$ cat config.mk
export PLATFORM = sky130hd
export DESIGN_NAME = ebps_top
export DESIGN_NICKNAME = d
export VERILOG_FILES = /design/src/inc/ebps_pkg.sv /design/src/core/ebps_mux.sv /design/src/core/ebps_top.sv
export SDC_FILE = /design/constraint.sdc
export NUM_CORES = 1
export LEC_CHECK = 0
export BUFFER_PORTS_ARGS = -buffer_cell sky130_fd_sc_hd__buf_2
export CORE_AREA = 2 2 133 135
export DETAILED_ROUTE_END_ITERATION = 10
export DIE_AREA = 0 0 135 137
export PLACE_DENSITY = 0.49
export REMOVE_ABC_BUFFERS = 1
export SLEW_MARGIN = 25
export SYNTH_ARGS = -nofsm -noshare
export SYNTH_HDL_FRONTEND = slang
export SYNTH_SLANG_ARGS = --single-unit
$ cat constraint.sdc
create_clock -name MCLK -period 2.8 [get_ports MCLK]
set_input_delay 0.14 -clock MCLK [delete_from_list [all_inputs] [get_ports MCLK]]
set_output_delay 0.14 -clock MCLK [all_outputs]
set_load 0.01 [all_outputs]
$ cat src/inc/ebps_pkg.sv
// Constants for the external bus pin select block.
package ebps_pkg;
  localparam logic [15:0] EBPS_REG_ADDR   = 16'h1c00;
  localparam int          EBPS_DW         = 16;
  localparam int          EBPS_PP_LSB     = 12;
  localparam int          EBPS_PP_W       = 3;
  localparam int          EBPS_SG1_LSB    = 10;
  localparam int          EBPS_SG0_LSB    = 8;
  localparam int          EBPS_SG_W       = 2;
  localparam int          EBPS_ADDR_LSB   = 0;
  localparam int          EBPS_NADDR      = 6;
  localparam int          EBPS_PP_PINS    = 21;
  localparam int          EBPS_SG_PINS    = 6;
  localparam logic [15:0] EBPS_RST_VAL    = 16'h0000;
  localparam logic [15:0] EBPS_WMASK      = 16'h7f3f;
  localparam int          EBPS_NSRC       = 8;
endpackage : ebps_pkg

$ cat src/core/ebps_mux.sv
// Generic group source selector used for the shared pin groups; one select picks the source for all pins together.
`timescale 1ns/1ps
module ebps_mux #(
  parameter int PINS = 21,
  parameter int SELW = 3
) (
  input  wire logic [SELW-1:0]            sel,
  input  wire logic [(1<<SELW)*PINS-1:0]  src,
  output logic      [PINS-1:0]            pins
);
  assign pins = src[sel*PINS +: PINS];
endmodule : ebps_mux

$ cat src/core/ebps_top.sv
// Pin routing register and muxes for the shared parallel, serial and address pins.
`timescale 1ns/1ps
module ebps_top
  import ebps_pkg::*;
#(
  parameter int PPW = EBPS_PP_PINS,
  parameter int SGW = EBPS_SG_PINS
) (
  input  wire logic                      MCLK,
  input  wire logic                      RSTN,
  input  wire logic                      CE,
  input  wire logic [15:0]               PADDR,
  input  wire logic                      PWR,
  input  wire logic                      PRD,
  input  wire logic [EBPS_DW-1:0]        PWDATA,
  output logic      [EBPS_DW-1:0]        PRDATA,
  output logic                           PSEL_HIT,
  input  wire logic [EBPS_NSRC*PPW-1:0]  PP_SRC,
  output logic      [PPW-1:0]            PP_PINS,
  input  wire logic [4*SGW-1:0]          SG0_SRC,
  input  wire logic [4*SGW-1:0]          SG1_SRC,
  output logic      [SGW-1:0]            SG0_PINS,
  output logic      [SGW-1:0]            SG1_PINS,
  input  wire logic [EBPS_NADDR-1:0]     EXT_MEM_ADDR_IN,
  input  wire logic [EBPS_NADDR-1:0]     GPIO_OUT,
  input  wire logic [EBPS_NADDR-1:0]     GPIO_OE,
  output logic      [EBPS_NADDR-1:0]     EXT_MEM_ADDR_PINS_O,
  output logic      [EBPS_NADDR-1:0]     EXT_MEM_ADDR_PINS_OE,
  input  wire logic                      EXT_MEM_ADDR_OE,
  output logic      [EBPS_NADDR-1:0]     ADDR_GPIO_SELECT
);
  logic [EBPS_DW-1:0]        bus_pin_select_reg_q;
  logic [EBPS_DW-1:0]        bus_pin_select_reg_d;
  logic                      hit;
  logic                      wr_en;
  logic [EBPS_PP_W-1:0]      parallel_port_route_field;
  logic [EBPS_SG_W-1:0]      serial_group1_route_field;
  logic [EBPS_SG_W-1:0]      serial_group0_route_field;
  logic                      rd_en;
  logic [EBPS_NADDR-1:0]     wr_addr_bits;

  // Decodes the one port address that the register answers at.
  function automatic logic addr_match(input logic [15:0] addr);
    return addr == EBPS_REG_ADDR;
  endfunction : addr_match

  assign hit      = addr_match(PADDR);
  assign PSEL_HIT = hit & (PWR | PRD);
  assign wr_en    = CE & PWR & hit;
  assign rd_en    = CE & PRD & hit;
  // Reserved bits are masked so they never store and always read zero.
  assign bus_pin_select_reg_d = PWDATA & EBPS_WMASK;
  assign wr_addr_bits         = PWDATA[EBPS_ADDR_LSB +: EBPS_NADDR];

  always_ff @(posedge MCLK or negedge RSTN) begin
    if (!RSTN) begin
      bus_pin_select_reg_q <= EBPS_RST_VAL;
    end else if (wr_en) begin
      bus_pin_select_reg_q <= bus_pin_select_reg_d;
    end
  end

  always_ff @(posedge MCLK or negedge RSTN) begin
    if (!RSTN) begin
      PRDATA <= EBPS_RST_VAL;
    end else if (rd_en) begin
      PRDATA <= bus_pin_select_reg_q;
    end
  end

  assign parallel_port_route_field = bus_pin_select_reg_q[EBPS_PP_LSB +: EBPS_PP_W];
  assign serial_group1_route_field = bus_pin_select_reg_q[EBPS_SG1_LSB +: EBPS_SG_W];
  assign serial_group0_route_field = bus_pin_select_reg_q[EBPS_SG0_LSB +: EBPS_SG_W];
  assign ADDR_GPIO_SELECT = bus_pin_select_reg_q[EBPS_ADDR_LSB +: EBPS_NADDR];

  ebps_mux #(.PINS(PPW), .SELW(EBPS_PP_W)) u_pp (
    .sel  (parallel_port_route_field),
    .src  (PP_SRC),
    .pins (PP_PINS)
  );
  ebps_mux #(.PINS(SGW), .SELW(EBPS_SG_W)) u_sg0 (
    .sel  (serial_group0_route_field),
    .src  (SG0_SRC),
    .pins (SG0_PINS)
  );
  ebps_mux #(.PINS(SGW), .SELW(EBPS_SG_W)) u_sg1 (
    .sel  (serial_group1_route_field),
    .src  (SG1_SRC),
    .pins (SG1_PINS)
  );

  genvar i;
  generate
    for (i = 0; i < EBPS_NADDR; i++) begin : g_addr
      assign EXT_MEM_ADDR_PINS_O[i]  = ADDR_GPIO_SELECT[i] ? GPIO_OUT[i] : EXT_MEM_ADDR_IN[i];
      assign EXT_MEM_ADDR_PINS_OE[i] = ADDR_GPIO_SELECT[i] ? GPIO_OE[i]  : EXT_MEM_ADDR_OE;
    end
  endgenerate

  // Every address pin is checked in both of its modes.
  generate
    for (i = 0; i < EBPS_NADDR; i++) begin : g_addr_chk

    end
  endgenerate
endmodule : ebps_top

==> run metrics, run 1 <==
H-Tree Depth=1; num ports=340; mux share of post-synthesis cell area=between 60% and 70%; Clk Latency, worst-skew pair=roughly 0.26 ns; setup_tns=0 ns; Final Hold Fails=0; die area=~0.018 mm²; post-synth cell types=20; Worst-path clk slew=0.06 ns; Worst EP arrival=2.13 ns; Die X=~140 µm; critical path class=flip-flop to output port; initial antenna violation count=0; Hold WC Path Type=input port to flip-flop; Hold Path Cell Cnt=2; Yosys Warn Count=0; Layout Skew=about 0.0027 ns; Pleak=around 2.5 nW; PortBufs=~330; Avg Inst Size Synth=17.4 µm²; required time at the worst-slack endpoint=2.66 ns; post-DP HPWL=between 9 and 10 mm; GR Overflow Total=0; Finished Core Util=between 20% and 30%; Max Clock Freq=441 MHz; CP endpoint kind=output port; Yosys reg bits=26; Area Growth Syn to Fin=58.9%; Post-Syn Area=around 0.0031 mm²; area of the core=about 0.017 mm²; XOR/XNOR Fraction of Synth Area=0%; outcome=complete, no violations; most frequent cells in the layout=buf_2, mux2_2, mux4_1; startpoint types=flip-flop; Slew headroom=37.0%; pwr/cell area=213 mW/mm²; fraction of layout cells with a size suffix above 1=87.2%; clock tree sinks=26; Cells after Synth=179; pin slew with the least headroom to its limit=0.945 ns; largest family of logic cells by synthesized area=multiplexers; via count=between 3000 and 4000; metal3 WL=roughly 920 µm; Worst VDD drop=~0.00022 V; drt drc=0; CTS tree=done; WL met2=about 6.3 mm; R2R cell count=1; most common cell after layout, fill and taps aside=buf_2; Synth Area in Simple Gates=4.62%; max_cap viols=0; M1 WL=between 4 and 5 mm; # nets final=about 770; drt pass-1 iters=4; unrepaired setup endpoints after global routing=false; Routed Antenna Nets=0; Final setup viols=0; largest net degree at the start of global routing=45; routed len/inst=between 15 and 20 µm; drt total wl=about 11 mm; first-pass GRT wire length=15.7 mm; CP Max Fanout=44; final period demand of the worst path=around 2.3 ns; Synth Area in Adders=0%; Die H=between 100 and 150 µm; Top Layer Used=met4; Synth Area in Compound Gates=0%; Iteration-0 DRC Markers=88; ANT cells=0; Root Driver=clkbuf_16; Max clock buf depth=2; Slew Limit Fails=0; number of global-route vias before repair=approximately 3100; row count=48; CTS Buf Count=3; GRT Total Usage=between 10% and 20%; register area share after synthesis=between 20% and 30%; Tcrit/Tclk final=between 80% and 90%; post-DR vias/cell=4.24; gpl congestion=approximately 0.76; # resized after CTS=0; initial core utilization=18.3%
==> synth_stat cells, drive strengths merged <==
cell / number / share of area, %
conb: 1 / 0.12
nor2: 4 / 0.96
nor4b: 1 / 0.76
nor4: 2 / 1.4
mux2: 59 / 24
clkbuf: 8 / 2.2
dfrtp: 26 / 21
nand4: 2 / 0.88
mux4: 54 / 43
buf: 19 / 5.7
nand2: 2 / 0.24
and4bb: 1 / 0.40
==> metal layers <==
layer  vias to the layer above  GRT usage [%]
li1                       1409              -
met1                      1466           12.1
met2                       166           21.3
met3                         8           2.00
met4                         0           1.62
met5                         -              0
==> per-stage QoR <==
stage	setup slack (ns)	power [mW]	instances	instance area, µm²	hold slack, ns
after floorplan	0.231	0.490	154	2870	-0.156
after detailed placement	0.779	0.724	714	4850	0.179
final	0.534	1.06	719	4950	0.112
after global routing	0.382	1.11	719	4950	0.100
after global placement	0.831	0.715	714	4850	0.176
after CTS	0.500	1.07	719	4950	0.108
==> path summary, 6_finish.rpt <==
path	start	end	slack, ns
worst max-delay path	bus_pin_select_reg_q[13]	PP_PINS[4]	0.53
worst min-delay path	PWDATA[5]	bus_pin_select_reg_q[5]	0.11
worst max register to register	bus_pin_select_reg_q[13]	bus_pin_select_reg_q[13]	1.48
worst min register to register	PRDATA[2]	PRDATA[2]	0.51
max in group asynchronous	RSTN	bus_pin_select_reg_q[12]	1.98
min in group asynchronous	RSTN	PRDATA[11]	0.41
==> timing repair <==
action	in CTS	in global routing
setup buffers	0	0
hold buffers	1	0
hold endpoints to repair	26	0
==> critical path: stages, from the launching register on <==
cell and delay, ns:
dfrtp_2 0.97, mux4_1 0.45, mux2_2 0.28, buf_2 0.14
==> state kept, by name, summed over array words and instances, names as in the netlist <==
signal                flops
PRDATA                   13
bus_pin_select_reg_q     13
==> area by class of cell <==
class / instances / area [µm²]
timing repair buffer: 336 / 1700
multi-input combinational: 128 / 2220
clock buffer: 4 / 88.8
sequential: 26 / 653
fill: 1801 / 12100
tap: 225 / 282
==> cell families (layout without fill, tap and decap cells) <==
family                 count (synthesis)  after routing
other                                  1              3
AND/OR/NAND/NOR                       12             12
buffers and inverters                 27            340
multiplexers                         113            113
flip-flops                            26             26
==> report_power, final <==
part | switching (mW) | internal (mW) | total (mW)
sequential | 0.000115 | 0.376 | 0.376
clock | 0.123 | 0.218 | 0.342
combinational | 0.117 | 0.222 | 0.339
total | 0.240 | 0.816 | 1.06
Note: power is estimated with default switching activity, not from simulation.
==> inputs of run 2 (changes only) <==
- CORE_AREA: 2 2 133 135 -> 2 2 132 134
- DIE_AREA: 0 0 135 137 -> 0 0 134 136
- PLACE_DENSITY: 0.49 -> 0.51
- clock period: 2.8 -> 1.9 ns (I/O delays scaled with it)
==> run 2 against run 1 <==
  * Flip-flop and latch count did not move
  * Combinational power grew 65%
  * Design area grew 7.5%
  * The run now ends with setup timing left
  * Die area is 1.5% lower
==> run metrics, run 2 (synthesis gave the netlist of run 1 again) <==
outcome=finished with violations; failing checks=setup timing; pwr/cell area=approximately 330 mW/mm²; Worst VDD drop=between 0.0004 and 0.0005 V; Area Growth Syn to Fin=70.8%; Slew headroom=59.2%; M1 WL=between 4 and 5 mm; Internal Power=1.34 mW; Hold WC Path Type=input port to flip-flop; Slew Limit Fails=0; Top Registers=PRDATA (13), bus_pin_select_reg_q (13); die area=about 0.018 mm²; Die X=about 130 µm; setup_tns=-1.18 ns; post-route worst setup slack=-0.107 ns; CTS Buf Count=3; max_cap viols=0; initial antenna violation count=0; Max clock buf depth=2; drt drc=0; Clk Latency, worst-skew pair=around 0.26 ns; Worst EP arrival=around 1.9 ns; gpl congestion=about 0.8; Layout Skew=0.00138 ns; ANT cells=0; Worst-path clk slew=approximately 0.070 ns; WL met2=~6.5 mm; routed len/inst=between 15 and 20 µm; critical path class=flip-flop to output port; Max Clock Freq=roughly 500 MHz; GRT Total Usage=roughly 12%; fraction of layout cells with a size suffix above 1=between 90 and 100%; row count=48; CP endpoint kind=output port; Routed Antenna Nets=0; area of the core=around 0.017 mm²; initial core utilization=between 10% and 20%; GR Overflow Total=0; Die H=~140 µm; pre-CTS WS=0.168 ns; Top Layer Used=met4; CTS tree=done; most frequent cells in the layout=buf_2, mux4_2, mux2_4; startpoint types=flip-flop; pin slew with the least headroom to its limit=slightly above 0.6 ns; Net Sw Frac=a little under a quarter; # nets final=slightly below 800; drt pass-1 iters=4; first-pass GRT wire length=between 15 and 20 mm; number of global-route vias before repair=around 3300; Root Driver=clkbuf_16; largest net degree at the start of global routing=37; sequential share of power=roughly 32%; most common cell after layout, fill and taps aside=buf_2; Clock power frac=a little over a third; PortBufs=333; drt total wl=~12 mm; unrepaired setup endpoints after global routing=true; Final setup viols=18; num ports=340; final period demand of the worst path=roughly 2.0 ns; Switch Pwr=0.390 mW; Final Hold Fails=0; H-Tree Depth=1; CP Max Fanout=5; post-DP HPWL=roughly 10 mm; clock tree sinks=26; via count=just over 3000; Iteration-0 DRC Markers=77; Pleak=around 2.6 nW; metal3 WL=854 µm; Gate power share=about a third; required time at the worst-slack endpoint=roughly 1.8 ns; post-DR vias/cell=between 4 and 5; Tcrit/Tclk final=106%
==> run 2: worst paths after layout <==
path	start	to	slack, ns	depth (start not counted)
min in group asynchronous	RSTN	bus_pin_select_reg_q[1]	0.39	2
max in group asynchronous	RSTN	bus_pin_select_reg_q[13]	1.07	2
setup reg to reg	bus_pin_select_reg_q[12]	PRDATA[12]	0.47	6
hold reg to reg	PRDATA[2]	PRDATA[2]	0.50	1
setup / recovery	bus_pin_select_reg_q[12]	PP_PINS[19]	-0.11	6
hold / removal	PWDATA[13]	bus_pin_select_reg_q[13]	0.06	2
==> run 2: critical path, stage by stage (launching register included) <==
cell,delay (ns)
dfrtp_2,0.39
buf_6,0.12
buf_8,0.12
buf_16,0.12
mux4_2,0.50
mux2_4,0.28
buf_6,0.12
==> run 2: area by class of cell <==
class                   count  area [µm²]
repair buffers            352        2070
clock buffers               3        75.1
well taps                 225         282
fillers                  1747       11600
flip-flops and latches     26         653
clock inverters             1        30.0
multi-input cells         128        2210
==> run 2: power by group through the flow <==
stage / Clock [mW] / Sequential (mW) / Combinational [mW]
2_1_floorplan: 0 / 0.564 / 0.159
3_3_place_gp: 0 / 0.564 / 0.493
3_5_place_dp: 0 / 0.564 / 0.506
4_1_cts: 0.656 / 0.553 / 0.560
5_1_grt: 0.680 / 0.553 / 0.602
6_report: 0.619 / 0.553 / 0.559
==> run 2: routing by layer <==
layer  track usage, %  vias up
li1                 -     1418
met1             15.1     1510
met2             23.0      168
met3             1.98        8
met4             2.42        0
met5                0        -
==> run 2: through the flow <==
| step | utilization, % | std cells | instance area, µm² | total power, mW | hold slack, ns |
|---|---|---|---|---|---|
| 2_1_floorplan | - | 154 | 2870 | 0.723 | -0.201 |
| 3_3_place_gp | 29.4 | 721 | 4950 | 1.06 | 0.154 |
| 3_5_place_dp | 29.4 | 721 | 4950 | 1.07 | 0.160 |
| 4_1_cts | 31.7 | 737 | 5350 | 1.77 | 0.0546 |
| 5_1_grt | 31.5 | 735 | 5320 | 1.84 | 0.0510 |
| 6_report | 31.5 | 735 | 5320 | 1.73 | 0.0634 |
==> run 2: timing repair <==
action,in CTS,in global routing
buffers inserted,9,0
cloned,2,0
endpoints found under the setup margin,21,21
resized for setup,73,4
hold endpoints to repair,26,0
pin swaps,0,0
hold buffers,1,0
==> inputs of run 3 (changes only) <==
- CORE_AREA: 2 2 132 134 -> 2 2 130 132
- CTS_BUF_LIST: unset -> sky130_fd_sc_hd__clkbuf_4
- DIE_AREA: 0 0 134 136 -> 0 0 132 134
- PLACE_DENSITY: 0.51 -> 0.53
- SLEW_MARGIN: 25 -> 20
==> run 3 against run 2 <==
  * The flow still finishes with violations (setup timing)
  * Non-clock buffer count is 8 higher
  * Total power fell by 21%
  * Count of clock-buffer cells in the layout stayed put
  * Global-route usage rose by 0.47 points
  * Worst setup slack lost 0.12 ns
  * Clock skew grew 0.0037 ns
  * Cell count rose by 0.54%
  * Sequential power hardly changed
  * Via count rose by 2.1%
  * Worst hold slack improved by 0.23 ns
  * Register-to-register slack better by 0.27 ns
  * Die area shrank 2.9%
==> run metrics, run 3 (synthesis gave the netlist of run 1 again) <==
drt total wl=12.1 mm; Slew Limit Fails=0; gpl congestion=0.848; initial antenna violation count=1; GRT Total Usage=12.8%; required time at the worst-slack endpoint=approximately 1.8 ns; post-DP HPWL=10.0 mm; drt pass-1 iters=4; Routed Antenna Nets=0; GR Overflow Total=0; fraction of layout cells with a size suffix above 1=between 80% and 90%; Final setup viols=21; pwr/cell area=approximately 260 mW/mm²; unrepaired setup endpoints after global routing=true; Iteration-0 DRC Markers=between 70 and 80; Layout Skew=between 0.005 and 0.006 ns; Final Hold Fails=0; critical path class=flip-flop to output port; post-DR vias/cell=4.29; Area Growth Syn to Fin=69.6%; num ports=between 300 and 400; largest net degree at the start of global routing=45; outcome=finished with violations; first-pass GRT wire length=18.3 mm; most frequent cells in the layout=buf_2, mux4_2, mux2_4; CTS Buf Count=3; drt drc=0; PortBufs=about 330; Tcrit/Tclk final=112%; Worst VDD drop=about 0.00019 V; Pleak=2.57 nW; CP Max Fanout=5; Root Driver=clkbuf_4; setup_tns=-3.42 ns; number of global-route vias before repair=around 3500; Die H=134 µm; max_cap viols=0; Slew headroom=61.4%; Max clock buf depth=2; CTS tree=done; Hold WC Path Type=input port to asynchronous set/reset pin; clock tree sinks=26; failing checks=setup timing; Tot Pwr=~1.4 mW; routed len/inst=about 16 µm; Clk Latency, worst-skew pair=0.32 ns; area of the core=between 0.015 and 0.02 mm²; Top Registers=PRDATA (13), bus_pin_select_reg_q (13); row count=between 40 and 50; Die X=132 µm; die area=roughly 0.018 mm²; startpoint types=flip-flop; via count=roughly 3200; Max Clock Freq=between 400 and 500 MHz; most common cell after layout, fill and taps aside=buf_2; post-route worst setup slack=-0.227 ns; Worst-path clk slew=0.14 ns; initial core utilization=19.1%; pin slew with the least headroom to its limit=about 0.58 ns; H-Tree Depth=1; Worst EP arrival=between 2 and 2.5 ns; CP endpoint kind=output port; final period demand of the worst path=~2.1 ns; # nets final=between 700 and 800
==> run 3: cell count changes in the layout (fill, tap and decap cells not counted) <==
cell | previous run | this run
buf_2 | 312 | 317
buf_4 | 7 | 3
buf_6 | 23 | 17
buf_8 | 2 | 1
bufinv_16 | 1 | 0
clkbuf_16 | 3 | 1
clkbuf_4 | 0 | 3
clkinv_1 | 0 | 1
diode_2 | 0 | 1
dlygate4sd3_1 | 1 | 14
mux2_2 | 20 | 26
mux2_4 | 39 | 33
==> run 3: critical path, stage by stage, from the launching register on <==
cell	delay [ns]
dfrtp_2	0.49
buf_4	0.16
clkbuf_16	0.13
mux4_1	0.53
mux2_2	0.28
buf_2	0.14
==> run 3: final cells by class <==
cell class	instances	area (µm²)
clock buffers	3	22.5
fillers	1686	11000
diodes	1	2.50
multi-input cells	128	2190
flip-flops and latches	26	653
well taps	220	275
clock inverters	1	3.75
repair buffers	360	2140
==> run 3: routing by layer <==
| layer | share of wire, % | vias up | track usage, % |
|---|---|---|---|
| met2 | 57 | 201 | 26.2 |
| met5 | 0 | - | 0 |
| li1 | - | 1432 | - |
| met3 | 7.6 | 6 | 1.89 |
| met1 | 35 | 1530 | 13.9 |
| met4 | 0.68 | 0 | 2.42 |
==> run 3: per-stage QoR <==
stage | area, µm² | hold WS, ns | util, % | setup WS, ns | instances
6_report | 5280 | 0.297 | 32.4 | -0.227 | 739
3_3_place_gp | 4920 | 0.126 | 30.2 | 0.142 | 714
4_1_cts | 5190 | 0.000160 | 31.9 | -0.228 | 732
5_1_grt | 5280 | 0.323 | 32.4 | -0.298 | 739
3_5_place_dp | 4920 | 0.134 | 30.2 | 0.119 | 714
2_1_floorplan | 2870 | -0.201 | - | -0.624 | 154
==> run 3: report_power, final <==
part,internal [mW],switching (mW)
Combinational,0.376,0.194
Clock,0.0768,0.160
Sequential,0.553,0.000101
==> run 3: final timing paths <==
path	start	to	slack [ns]	depth (start not counted)
setup reg to reg	bus_pin_select_reg_q[12]	bus_pin_select_reg_q[12]	0.74	3
hold reg to reg	PRDATA[13]	PRDATA[13]	0.52	1
max in group asynchronous	RSTN	bus_pin_select_reg_q[12]	1.18	2
hold / removal	RSTN	PRDATA[5]	0.30	2
min in group MCLK	PWR	bus_pin_select_reg_q[5]	0.39	5
setup / recovery	bus_pin_select_reg_q[12]	PP_PINS[9]	-0.23	5
==> run 3: what timing repair did <==
action / 4_1_cts / 5_1_grt
endpoints found under the setup margin: 21 / 25
gates resized for setup: 39 / 20
hold endpoints to repair: 36 / 3
gates cloned: 2 / 1
hold buffers: 11 / 3
setup buffers: 1 / 3
